### src/core/addc_pkg.sv
// constants and types shared by the diagnostic, delay and chop register bank
package addc_pkg;

  // ----------------------------------------------------------------
  // register offsets on the control port
  // ----------------------------------------------------------------
  localparam logic [7:0] ADDR_DIAG_RX   = 8'h56;
  localparam logic [7:0] ADDR_DIAG_MUX  = 8'h57;
  localparam logic [7:0] ADDR_MOD_DELAY = 8'h58;
  localparam logic [7:0] ADDR_CHOP      = 8'h59;

  // ----------------------------------------------------------------
  // reset values and implemented-bit masks
  // ----------------------------------------------------------------
  localparam logic [7:0] RST_DIAG_RX    = 8'h00;
  localparam logic [7:0] RST_DIAG_MUX   = 8'h00;
  localparam logic [7:0] RST_MOD_DELAY  = 8'h02;
  localparam logic [7:0] RST_CHOP       = 8'h0A;
  localparam logic [7:0] MASK_DIAG_RX   = 8'h33;
  localparam logic [7:0] MASK_DIAG_MUX  = 8'h77;
  localparam logic [7:0] MASK_MOD_DELAY = 8'h0F;
  localparam logic [7:0] MASK_CHOP      = 8'h0F;
  localparam logic [7:0] READ_UNMAPPED  = 8'h00;

  // ----------------------------------------------------------------
  // field positions
  // ----------------------------------------------------------------
  localparam int NUM_CH       = 4;
  localparam int SEL_W        = 3;
  localparam int SEL_A_LSB    = 0;
  localparam int SEL_B_LSB    = 4;
  localparam int DEL_W        = 2;
  localparam int DEL_LSB      = 2;
  localparam int DEL_FIX_W    = 2;
  localparam int DEL_FIX_LSB  = 0;
  localparam int CHOP_W       = 2;
  localparam int CHOP_A_LSB   = 2;
  localparam int CHOP_B_LSB   = 0;
  localparam int RX_BIT [0:NUM_CH-1] = '{0, 1, 4, 5};
  localparam int LOW_PAIR     = 2;

  // ----------------------------------------------------------------
  // field codes
  // ----------------------------------------------------------------
  localparam logic [SEL_W-1:0]  SEL_OFF    = 3'h0;
  localparam logic [SEL_W-1:0]  SEL_POS_FS = 3'h3;
  localparam logic [SEL_W-1:0]  SEL_NEG_FS = 3'h4;
  localparam logic [SEL_W-1:0]  SEL_ZERO   = 3'h5;
  localparam logic [DEL_W-1:0]  DEL_NONE   = 2'h0;
  localparam logic [DEL_W-1:0]  DEL_CH01   = 2'h1;
  localparam logic [DEL_W-1:0]  DEL_CH23   = 2'h2;
  localparam logic [DEL_W-1:0]  DEL_ALL    = 2'h3;
  localparam logic [DEL_FIX_W-1:0] DEL_FIX = 2'h2;
  localparam logic [CHOP_W-1:0] CHOP_DIV8  = 2'h1;
  localparam logic [CHOP_W-1:0] CHOP_DIV32 = 2'h2;

  typedef enum logic [1:0] {
    DIAG_OFF,
    DIAG_POS_FS,
    DIAG_NEG_FS,
    DIAG_ZERO
  } addc_diag_t;

  typedef enum logic [1:0] {
    CHOP_RSVD,
    CHOP_MOD_DIV8,
    CHOP_MOD_DIV32
  } addc_chop_t;

endpackage

### src/core/addc_route_if.sv
// register contents out to the channel router and decoded settings back
interface addc_route_if;
  logic [7:0]                                rx;
  logic [7:0]                                mux;
  logic [7:0]                                delay;
  logic [7:0]                                chop;
  logic [addc_pkg::NUM_CH-1:0]               group_b;
  addc_pkg::addc_diag_t [addc_pkg::NUM_CH-1:0] diag;
  logic [addc_pkg::NUM_CH-1:0]               del_en;
  addc_pkg::addc_chop_t                      chop_a;
  addc_pkg::addc_chop_t                      chop_b;

  modport regs  (output rx, mux, delay, chop, group_b, input diag, del_en, chop_a, chop_b);
  modport route (input rx, mux, delay, chop, group_b, output diag, del_en, chop_a, chop_b);
endinterface

### src/core/addc_regs.sv
// diagnostic, modulator delay and chop control registers with decoded outputs
//
// How it works
// RULE1 - Select 000 is off, 011 near plus full scale, 100 near minus full scale, 101 near zero.
// RULE2 - The diagnostic mux register holds group A select in bits 2:0 and group B in bits 6:4.
// RULE3 - Each channel takes its voltage from the group A or B field by its group assignment.
// RULE4 - Software sets all receive-select bits before it programs the two group select fields; the bench writes 0x57 before its first write to 0x56.
// RULE5 - The diagnostic mux register at 0x57 resets to zero, so no test voltage is applied.
// RULE6 - Delayed clock field 3:2 is 00 none, 01 channels 0-1, 10 channels 2-3, 11 all.
// RULE7 - The delay register low pair resets to 10 and software always writes 10 there.
// RULE8 - The modulator delay register at 0x58 resets to 0x02, delayed clock off everywhere.
// RULE9 - Chop A is bits 3:2, B bits 1:0, and code 01 chops at one eighth of the modulator rate.
// RULE10 - Chop code 10 chops at one thirty-second of the modulator rate for either group.
// RULE11 - The chop control register at 0x59 resets to 0x0A, both groups at the slower rate.
// RULE12 - Software writes no unlisted field codes; their effect is undefined. The bench writes 0xFF to 0x57, select code 111 in both fields.
// RULE13 - Register 0x56 has a receive bit per channel, and only a set bit lets a voltage in.
// RULE14 - Software enables input precharge buffers on every channel that takes a test voltage.
module addc_regs
(
  input  wire  logic                                       clk,
  input  wire  logic                                       nrst,
  input  wire  logic                                       reg_wr,
  input  wire  logic                                       reg_rd,
  input  wire  logic [7:0]                                 reg_addr,
  input  wire  logic [7:0]                                 reg_wdata,
  input  wire  logic [addc_pkg::NUM_CH-1:0]                channel_group_b,
  output logic [7:0]                                       reg_rdata,
  output logic                                             reg_rvalid,
  output addc_pkg::addc_diag_t [addc_pkg::NUM_CH-1:0]      channel_diag_voltage,
  output logic [addc_pkg::NUM_CH-1:0]                      delayed_sampling_clock_select,
  output addc_pkg::addc_chop_t                             group_a_chop_rate,
  output addc_pkg::addc_chop_t                             group_b_chop_rate
);

  // ----------------------------------------------------------------
  // state
  // ----------------------------------------------------------------
  typedef struct packed {
    logic [7:0]                                  rx;
    logic [7:0]                                  mux;
    logic [7:0]                                  delay;
    logic [7:0]                                  chop;
    logic [7:0]                                  rdata;
    logic                                        rvalid;
    addc_pkg::addc_diag_t [addc_pkg::NUM_CH-1:0] diag;
    logic [addc_pkg::NUM_CH-1:0]                 del_en;
    addc_pkg::addc_chop_t                        chop_a;
    addc_pkg::addc_chop_t                        chop_b;
    logic                                        mux_written;
    logic                                        delay_written;
    logic                                        chop_written;
  } addc_state_t;

  localparam addc_state_t RESET_STATE = '{
    rx:            addc_pkg::RST_DIAG_RX,
    mux:           addc_pkg::RST_DIAG_MUX,
    delay:         addc_pkg::RST_MOD_DELAY,
    chop:          addc_pkg::RST_CHOP,
    rdata:         addc_pkg::READ_UNMAPPED,
    rvalid:        1'b0,
    diag:          '{default: addc_pkg::DIAG_OFF},
    del_en:        '0,
    chop_a:        addc_pkg::CHOP_MOD_DIV32,
    chop_b:        addc_pkg::CHOP_MOD_DIV32,
    mux_written:   1'b0,
    delay_written: 1'b0,
    chop_written:  1'b0
  };

  addc_state_t st;
  addc_state_t next_st;
  addc_route_if rif ();

  assign rif.rx      = st.rx;
  assign rif.mux     = st.mux;
  assign rif.delay   = st.delay;
  assign rif.chop    = st.chop;
  assign rif.group_b = channel_group_b;

  addc_route u_route
  (
    .rif (rif)
  );

  // ----------------------------------------------------------------
  // register access and output staging
  // ----------------------------------------------------------------
  always_comb
  begin
    next_st        = st;
    next_st.rvalid = reg_rd;
    // a read in the same cycle as a write returns the old value
    if (reg_rd)
    begin
      case (reg_addr)
        addc_pkg::ADDR_DIAG_RX:   next_st.rdata = st.rx;
        addc_pkg::ADDR_DIAG_MUX:  next_st.rdata = st.mux;
        addc_pkg::ADDR_MOD_DELAY: next_st.rdata = st.delay;
        addc_pkg::ADDR_CHOP:      next_st.rdata = st.chop;
        default:                  next_st.rdata = addc_pkg::READ_UNMAPPED;
      endcase
    end
    if (reg_wr)
    begin
      case (reg_addr)
        addc_pkg::ADDR_DIAG_RX:
        begin
          next_st.rx = reg_wdata & addc_pkg::MASK_DIAG_RX; // [RULE13]
        end
        addc_pkg::ADDR_DIAG_MUX:
        begin
          next_st.mux         = reg_wdata & addc_pkg::MASK_DIAG_MUX; // [RULE2]
          next_st.mux_written = 1'b1;
        end
        addc_pkg::ADDR_MOD_DELAY:
        begin
          // low pair stored as written; software keeps it at its fixed value
          next_st.delay         = reg_wdata & addc_pkg::MASK_MOD_DELAY; // [RULE7]
          next_st.delay_written = 1'b1;
        end
        addc_pkg::ADDR_CHOP:
        begin
          next_st.chop         = reg_wdata & addc_pkg::MASK_CHOP; // [RULE9]
          next_st.chop_written = 1'b1;
        end
        default:
        begin
          next_st.rx = st.rx;
        end
      endcase
    end
    // registered so every output comes from a flop, one cycle behind the fields
    next_st.diag   = rif.diag; // [RULE1] [RULE3]
    next_st.del_en = rif.del_en; // [RULE6]
    next_st.chop_a = rif.chop_a; // [RULE10]
    next_st.chop_b = rif.chop_b; // [RULE10]
  end

  always_ff @(posedge clk or negedge nrst)
  begin
    if (!nrst)
    begin
      st <= RESET_STATE; // [RULE5] [RULE8] [RULE11]
    end
    else
    begin
      st <= next_st;
    end
  end

  assign reg_rdata                     = st.rdata;
  assign reg_rvalid                    = st.rvalid;
  assign channel_diag_voltage          = st.diag;
  assign delayed_sampling_clock_select = st.del_en;
  assign group_a_chop_rate             = st.chop_a;
  assign group_b_chop_rate             = st.chop_b;
endmodule

### src/core/addc_route.sv
// per-channel decode of diagnostic and delayed clock settings, per-group decode of chop settings
module addc_route
(
  addc_route_if.route rif
);

  function automatic addc_pkg::addc_diag_t addc_decode_sel(input logic [addc_pkg::SEL_W-1:0] s);
    case (s)
      addc_pkg::SEL_POS_FS: addc_decode_sel = addc_pkg::DIAG_POS_FS;
      addc_pkg::SEL_NEG_FS: addc_decode_sel = addc_pkg::DIAG_NEG_FS;
      addc_pkg::SEL_ZERO:   addc_decode_sel = addc_pkg::DIAG_ZERO;
      // off and unlisted codes apply no voltage
      default:              addc_decode_sel = addc_pkg::DIAG_OFF;
    endcase
  endfunction

  function automatic addc_pkg::addc_chop_t addc_decode_chop(input logic [addc_pkg::CHOP_W-1:0] c);
    case (c)
      addc_pkg::CHOP_DIV8:  addc_decode_chop = addc_pkg::CHOP_MOD_DIV8;
      addc_pkg::CHOP_DIV32: addc_decode_chop = addc_pkg::CHOP_MOD_DIV32;
      default:              addc_decode_chop = addc_pkg::CHOP_RSVD;
    endcase
  endfunction

  logic [addc_pkg::SEL_W-1:0] sel_a;
  logic [addc_pkg::SEL_W-1:0] sel_b;
  logic [addc_pkg::DEL_W-1:0] del_field;

  assign sel_a     = rif.mux[addc_pkg::SEL_A_LSB +: addc_pkg::SEL_W];
  assign sel_b     = rif.mux[addc_pkg::SEL_B_LSB +: addc_pkg::SEL_W];
  assign del_field = rif.delay[addc_pkg::DEL_LSB +: addc_pkg::DEL_W];

  logic [addc_pkg::CHOP_W-1:0] chop_a_field;
  logic [addc_pkg::CHOP_W-1:0] chop_b_field;

  assign chop_a_field = rif.chop[addc_pkg::CHOP_A_LSB +: addc_pkg::CHOP_W]; // [RULE9]
  assign chop_b_field = rif.chop[addc_pkg::CHOP_B_LSB +: addc_pkg::CHOP_W]; // [RULE9]
  assign rif.chop_a   = addc_decode_chop(chop_a_field); // [RULE9] [RULE10]
  assign rif.chop_b   = addc_decode_chop(chop_b_field); // [RULE9] [RULE10]

  for (genvar ch = 0; ch < addc_pkg::NUM_CH; ch++)
  begin : g_ch
    logic [addc_pkg::SEL_W-1:0] sel;
    logic                       pair_on;

    assign sel = rif.group_b[ch] ? sel_b : sel_a; // [RULE3]
    assign rif.diag[ch] = rif.rx[addc_pkg::RX_BIT[ch]] ? addc_decode_sel(sel) // [RULE13] [RULE1]
                                                       : addc_pkg::DIAG_OFF;
    assign pair_on = (ch < addc_pkg::LOW_PAIR) ? (del_field == addc_pkg::DEL_CH01)
                                               : (del_field == addc_pkg::DEL_CH23);
    assign rif.del_en[ch] = pair_on || (del_field == addc_pkg::DEL_ALL); // [RULE6]
  end

endmodule

### config.mk
export PLATFORM = sky130hd
export DESIGN_NAME = addc_regs
export DESIGN_NICKNAME = d
export VERILOG_FILES = /design/src/core/addc_pkg.sv /design/src/core/addc_route_if.sv /design/src/core/addc_regs.sv /design/src/core/addc_route.sv
export SDC_FILE = /design/constraint.sdc
export NUM_CORES = 1
export LEC_CHECK = 0
export ABC_AREA = 1
export ABC_CLOCK_PERIOD_IN_PS = 1300
export BUFFER_PORTS_ARGS = -buffer_cell sky130_fd_sc_hd__buf_2
export CORE_MARGIN = 5
export CORE_UTILIZATION = 52
export DETAILED_ROUTE_END_ITERATION = 10
export PLACE_DENSITY = 0.84
export REMOVE_ABC_BUFFERS = 1
export SKIP_LAST_GASP = 1
export SYNTH_ARGS = -nofsm -noshare
export SYNTH_HDL_FRONTEND = slang
export SYNTH_SLANG_ARGS = --single-unit
### constraint.sdc
create_clock -name clk -period 1.3 [get_ports clk]
set_input_delay 0.065 -clock clk [delete_from_list [all_inputs] [get_ports clk]]
set_output_delay 0.065 -clock clk [all_outputs]
set_load 0.02 [all_outputs]
## Word level (Yosys, flattened, before mapping)

Cells that the tools add are included.

- Muxes and demuxes: 15
- Reduce and logical (&&, ||, !) cells: 6
- Equality and inequality tests: 23

Operators by type and width:

| operator | count |
|---|---|
| 8-bit by 7-bit == test with 1-bit output (second input constant) | 4 |
| 7-bit one-hot mux with 4 select lines | 1 |
| 3-bit == test (second input constant) | 8 |
| 2-bit one-hot mux with 3 select lines | 4 |
| 3-bit by 2-bit == test with 1-bit output (second input constant) | 4 |
| 3-bit 2-to-1 mux | 4 |
| 2-bit == test (second input constant) | 4 |
| 2-bit 2-to-1 mux | 4 |
| 2-bit one-hot mux with 2 select lines | 2 |
| 2-bit AND reduction | 4 |
| 2-bit by 1-bit == test with 1-bit output (second input constant) | 3 |
| 1-bit logical OR | 2 |

- Bits in registers: 42
- Logic and storage cells: 57
- Input port bits: 24
- Output and inout bits: 25

## Logic depth before layout (Yosys ltp)

Gate-level depths: netlist of run 1.

- Depth after elaboration: 4
- Depth in mapped cells: 9
- Mapped depth without buffers: 8

## By module

From an unflattened synthesis of run 1, not the netlist that was laid out.

- Cells, all modules: 258
- Area total of the unflattened synthesis: 2087.0 um^2

By module, submodules not included:

| module | cells an instance | area each (um^2) | sequential area each (um^2) | instances |
|---|---|---|---|---|
| addc_regs | 161 | 1672.9 | 1057.3 | 1 |
| addc_route | 97 | 414.1 | 0.0 | 1 |

## Worst setup path after synthesis of run 1

OpenSTA, ideal clock, no wires.

- Path type: flip-flop to flip-flop
- Start: reg st (netlist bit rif.mux[2])
- End: reg st (netlist bit channel_diag_voltage[0])
- Setup time: 94 ps
- Data arrival time: 860 ps
- Path slack: 346 ps
- Path buffers: 0
- Cell stages (with the launch flop): 4
- Required time: 1206 ps
- Clock period less this slack: 954 ps
- Path through: dfrtp_1 -> o21ai_0 -> nand2_1 -> a211oi_1

RTL lines:

| what | RTL line | source |
|---|---|---|
| start, declared | addc_regs.sv:70 | `addc_state_t st;` |
| start signal, assigned | addc_regs.sv:147 | `st <= next_st;` |

## Worst setup path after layout of run 1

- Start: in reg_addr[7]
- End: reg st (netlist bit rif.delay[1])

- Longest elaborated chain between the ends: 2

RTL lines:

| what | RTL line | source |
|---|---|---|
| start, declared | addc_regs.sv:24 | `input wire logic [7:0] reg_addr,` |
| 8-bit by 7-bit == test with 1-bit output | - |  |
| 2-bit AND reduction (no source line) | - |  |

No other way between the ends.
A chain may end at the register's enable or synchronous reset.

==> results of run 1 <==
[cell type report]
cell class                 count  area [um^2]  area share, %
sequential                    40         1010           43.4
clock buffer                   6         41.3           1.78
inverter                      28          105           4.53
timing repair buffer          57          350           15.1
clock inverter                 2         60.1           2.59
multi-input combinational    148          697           30.1
tap                           46         57.6           2.48
[power by group through the flow]
stage	Clock (mW)	Sequential (mW)	Combinational [mW]
2_1_floorplan	0	1.43	0.133
3_3_place_gp	0	1.38	0.327
3_5_place_dp	0	1.39	0.338
4_1_cts	1.01	1.36	0.361
5_1_grt	1.07	1.37	0.409
6_report	0.989	1.36	0.359
[logic make-up (layout without fill, tap and decap cells)]
logic type / count (synthesis) / count (layout) / share of synthesized area (%)
flip-flops: 40 / 40 / 54.1
AO/OA/AOI/OAI: 37 / 37 / 11.0
other: 1 / 1 / 0.201
buffers and inverters: 35 / 93 / 8.47
AND/OR/NAND/NOR: 110 / 110 / 26.3
[registers in the layout, indices dropped and copies added, names as in the netlist, 2 cells and up]
| signal | flops |
|---|---|
| rif.delay | 4 |
| delayed_sampling_clock_select | 2 |
| reg_rdata | 7 |
| group_b_chop_rate | 2 |
| group_a_chop_rate | 2 |
| channel_diag_voltage | 8 |
| rif.rx | 4 |
| rif.mux | 6 |
| rif.chop | 4 |
[cell usage in the layout (no fill, tap or decap), types with 2 or more instances in the layout]
cell           instances
dlygate4sd3_1         10
nor2_2                 2
nand2_1               76
bufinv_16              2
nor2_1                11
o21ai_0               29
buf_2                 46
nor2_4                 3
nand3_1               14
clkbuf_4               5
dfstp_2                5
o22ai_1                2
inv_2                  2
inv_1                 26
dfrtp_1               35
a211oi_1               4
[worst min-delay path by stage]
| stage | from | endpoint | cells past startpoint |
|---|---|---|---|
| floorplan | nrst | channel_diag_voltage[0]$_DFF_PN0_ | 0 |
| global placement | nrst | rif.mux[6]$_DFFE_PN0P_ | 1 |
| detailed placement | nrst | rif.mux[6]$_DFFE_PN0P_ | 1 |
| CTS | reg_wr | rif.delay[0]$_DFFE_PN0P_ | 3 |
| global route | reg_wr | rif.delay[3]$_DFFE_PN0P_ | 3 |
| finish | reg_wr | rif.delay[0]$_DFFE_PN0P_ | 3 |
[stage by stage]
step,util (%),hold slack (ns),power (mW),setup WS (ns)
after floorplan,-,-0.231,1.56,0.346
after global placement,62.5,0.0200,1.71,0.153
after detailed placement,62.5,0.0252,1.72,0.109
after CTS,68.4,0.00643,2.73,0.0984
after global routing,68.4,0.0139,2.85,0.0320
final,68.4,0.0121,2.71,0.0857
[worst max-delay path, cell delays in order]
cell           delay (ns)
buf_2                0.10
inv_1                0.04
nand2_1              0.07
nor2_4               0.29
and2_4               0.24
nand3_1              0.06
dlygate4sd3_1        0.56
nand2_1              0.07
[synth_stat cells]
library cell | count | area, um^2
dfrtp_1 | 35 | 876
nor2_8 | 1 | 20.0
clkbuf_1 | 2 | 7.51
nor2_4 | 3 | 33.8
nand3_1 | 14 | 70.1
nor2_2 | 2 | 12.5
nor2_1 | 11 | 41.3
dfstp_2 | 5 | 131
inv_1 | 27 | 101
buf_4 | 3 | 22.5
o21ai_2 | 1 | 8.76
inv_2 | 1 | 3.75
a211oi_1 | 4 | 30.0
o31ai_1 | 1 | 7.51
nand2_4 | 1 | 11.3
conb_1 | 1 | 3.75
o21ai_0 | 29 | 145
buf_6 | 2 | 22.5
nand2_2 | 1 | 6.26
nand2_1 | 76 | 285
o22ai_1 | 2 | 12.5
and2_4 | 1 | 8.76
[what timing repair did]
action	CTS	global route
hold buffers	10	0
endpoints found under the setup margin	0	1
setup buffers	0	0
gates resized for setup	0	1
hold endpoints to repair	60	0
[routing by layer]
metal,track usage (%),up-vias
li1,-,815
met1,21.5,741
met2,29.9,44
met3,5.22,14
met4,8.09,0
met5,0,-
==> results.yml, run 1 <==
status:
  status: "complete, no violations"
detailed_routing:
  drtIter0Drc: 80
  wl_per_cell_um: 12.3
  vias_per_cell: 4.94
  wirelength_um: 4030
  dr_wl_met3_um: 200
  vias: 1614
  wl_met1_um: 1680
  first_pass_iters: 4
  wl_met2_um: 2050
  postRouteAntennaNets: 0
  maxUsedRoutingLayer: "met4"
  drc_errors: 0
setup_path:
  worstSetupStartpointType: "input port"
  cp.required_ns: 1.59
  regToRegEndpoint: "channel_diag_voltage[6]$_DFF_PN0_"
  r2r-start: "rif.mux[2]$_DFFE_PN0P_"
  ff2ff_path_depth: 3
  cp-end-kind: "register"
  startpoint: "reg_addr[7]"
  worst-r2r-setup-slack_ns: 0.15
  cp_max_fo: 14
  worstSetupEndpoint: "rif.delay[1]$_DFFE_PN1P_"
  path_class: "input port to register"
  crit_arrival_ns: 1.50
clocking:
  cts_sinks: 40
  clk_pin_slew_ns: 0.11
  tritoncts: "done"
  htreeDepth: 2
  numCtsBuffers: 5
  clock_path_buffers: 2
  clk_latency_ns: 0.34
  cts_root_buf: "clkbuf_4"
floorplan:
  dieHeight_um: 69.8
  dieArea_um2: 4880
  io_pins: 49
  initial_core_util_pct: 54.9
  die_x_um: 69.8
  core_area_um2: 3390
  rows: 21
power_and_ir_drop:
  p_clk_share_pct: 36.5
  p_leak_nw: 1.32
  p_seq_share_pct: 50.3
  powerDensity_nw_per_um2: 1170
  internal-power_mw: 2.05
  power_switching_uw: 659
  p_comb_share_pct: 13.3
  ir_worst_vdd_mv: 0.700
  switching_share_pct: 24.3
place:
  placed_cell_area_um2: 2120
  gp_congestion: 0.839
  portBuffers: 46
  dp.cells: 309
  dp_hpwl_um: 2910
global_routing:
  grt_util_all_layers_pct: 18.0
  grt_pass1_vias: 1582
  antenna_found_initial: 0
  grt_max_degree: 24
  grt_pass1_wl_um: 7030
  grt_overflow: 0
timing:
  finClkSkew_ns: 0.00970
  final_max_slew_viol_count: 0
  setup_tns_ns: 0
  max_freq_mhz: 824
  period_share_pct: 93.4
  min_period_ns: 1.21
  rsz0062_at_grt: "false"
  finalHoldViolCount: 0
  setup_violations: 0
cells_and_area:
  stdcell_count: 327
  fill_cells: 255
  final_nets: 304
  n_antenna_cell: 0
  final_design_area_no_fill_um2: 2320
  drive_above_1_share_pct: 25.3
  syn_to_final_growth_pct: 24.5
logic_synthesis:
  yosysWarnings: 0
  syn_area_um2: 1860
  synthCells: 223
  yosys_register_bits: 40
  syn_avg_cell_area_um2: 8.35
  ys_types: 22
  seq_area_frac_synth_pct: 54.1
job:
  drv_cap: 0
worst_hold_path:
  hp-class: "input port to register"
Power figures use the tool's default switching activity.
==> run 2, diff against run 1 <==
Settings changed: CORE_UTILIZATION 52 to 40, PLACE_DENSITY 0.84 to 0.68.
==> results.yml, run 2 (same netlist as run 1, synthesis figures left out) <==
status:
  status: "complete, no violations"
job:
  drv_cap: 0
worst_hold_path:
  hold_start: "reg_wdata[3]"
  hp-class: "input port to register"
  hold_end: "rif.chop[3]$_DFFE_PN1P_"
  min_path_cells: 3
power_and_ir_drop:
  p_leak_nw: 1.31
  power_switching_uw: 687
  p_comb_share_pct: 12.2
  switching_share_pct: 24.5
  powerDensity_nw_per_um2: 1230
  ir_worst_vdd_mv: 0.564
  p_seq_share_pct: 48.6
  internal-power_mw: 2.12
  p_clk_share_pct: 39.3
cells_and_area:
  mostFrequentLayoutCell: "nand2_1"
  drive_above_1_share_pct: 26.1
  stdcell_count: 328
  syn_to_final_growth_pct: 22.8
  final_cell_mix: "76 x nand2_1, 46 x buf_2, 35 x dfrtp_1, 29 x o21ai_0, 27 x inv_1"
  final_nets: 299
  largest_reg_flops: 8
  fill_cells: 439
  n_antenna_cell: 0
timing:
  final_max_slew_viol_count: 0
  finalHoldViolCount: 0
  min_period_ns: 1.12
  setup_tns_ns: 0
  finClkSkew_ns: 0.00439
  rsz0062_at_grt: "false"
  setup_violations: 0
  period_share_pct: 85.9
  max_freq_mhz: 896
global_routing:
  grt_pass1_vias: 1548
  grt_overflow: 0
  grt_max_degree: 41
  grt_pass1_wl_um: 7060
  grt_util_all_layers_pct: 14.5
  antenna_found_initial: 0
clocking:
  clock_path_buffers: 2
  clk_latency_ns: 0.29
  htreeDepth: 2
  numCtsBuffers: 5
  clk_pin_slew_ns: 0.08
  cts_sinks: 40
  tritoncts: "done"
  cts_root_buf: "clkbuf_8"
  cts_setup_buffers: 0
place:
  gp_congestion: 0.727
  dp_hpwl_um: 3000
  dp.cells: 316
  portBuffers: 46
detailed_routing:
  first_pass_iters: 4
  vias: 1539
  postRouteAntennaNets: 0
  vias_per_cell: 4.69
  wl_per_cell_um: 12.1
  drc_errors: 0
  drtIter0Drc: 87
  wirelength_um: 3960
floorplan:
  dieArea_um2: 6120
  dieHeight_um: 78.2
  die_x_um: 78.2
  core_area_um2: 4440
  initial_core_util_pct: 41.9
  rows: 24
  io_pins: 49
setup_path:
  worstSetupStartpointType: "register"
  cp.required_ns: 1.49
  cp-end-kind: "register"
  cp_max_fo: 6
  regToRegEndpoint: "channel_diag_voltage[0]$_DFF_PN0_"
  ff2ff_path_depth: 5
  r2r-start: "rif.mux[6]$_DFFE_PN0P_"
  crit_arrival_ns: 1.31
  worst-r2r-setup-slack_ns: 0.18
  path_class: "register to register"
==> run 2: power groups by stage <==
stage | logic, mW | registers [mW] | clock network [mW]
after floorplan | 0.133 | 1.43 | 0
after global placement | 0.328 | 1.38 | 0
after detailed placement | 0.337 | 1.39 | 0
after CTS | 0.347 | 1.36 | 1.12
after global routing | 0.386 | 1.37 | 1.18
final | 0.341 | 1.36 | 1.10
==> run 2: final cells by class <==
cell class              instances  area [um^2]  area share (%)
clock buffers                   7         96.3            4.21
clock inverters                 1         30.0            1.31
inverters                      28          105            4.60
multi-input cells             148          697            30.5
flip-flops and latches         40         1010            44.1
well taps                      52         65.1            2.85
repair buffers                 52          285            12.5
==> run 2: routing by layer <==
layer	wire length [um]	global-route usage (%)	share of wire (%)	vias up
met5	0	0	0	-
met4	57	4.72	1.4	0
met3	223	4.00	5.6	5
met2	1920	23.6	48	35
met1	1760	18.7	44	703
li1	-	-	-	796
==> run 2: worst max-delay path: stages (launching register included) <==
cell and delay [ns]:
dfrtp_1 0.37, inv_1 0.18, nand2_1 0.07, o21ai_0 0.10
nand2_1 0.07, a211oi_1 0.24
==> run 2: how the worst max path moves through the flow <==
stage                            from                                end  slack, ns  cells past startpoint
5_1_grt        rif.mux[1]$_DFFE_PN0P_  channel_diag_voltage[0]$_DFF_PN0_       0.06                      5
4_1_cts        rif.mux[6]$_DFFE_PN0P_  channel_diag_voltage[0]$_DFF_PN0_       0.17                      5
3_3_place_gp              reg_addr[7]            rif.chop[2]$_DFFE_PN0P_       0.22                      7
2_1_floorplan  rif.mux[2]$_DFFE_PN0P_  channel_diag_voltage[0]$_DFF_PN0_       0.35                      3
3_5_place_dp              reg_addr[3]              rif.rx[0]$_DFFE_PN0P_       0.17                      7
6_report       rif.mux[6]$_DFFE_PN0P_  channel_diag_voltage[0]$_DFF_PN0_       0.18                      5
==> run 2: through the flow <==
step	cell area (um^2)	worst slack (ns)	power, mW	hold WS, ns	util [%]
floorplan	1810	0.346	1.56	-0.231	-
global placement	2120	0.216	1.71	0.150	47.7
detailed placement	2120	0.175	1.72	0.153	47.7
CTS	2290	0.174	2.83	0.00477	51.4
global route	2290	0.0629	2.93	0.0149	51.4
finish	2290	0.183	2.80	0.00912	51.4
==> run 2: what timing repair did <==
item | in CTS | in global routing
gates resized for setup | 0 | 0
hold buffers | 4 | 0
hold endpoints to repair | 38 | 0
setup endpoints to repair | 0 | 0
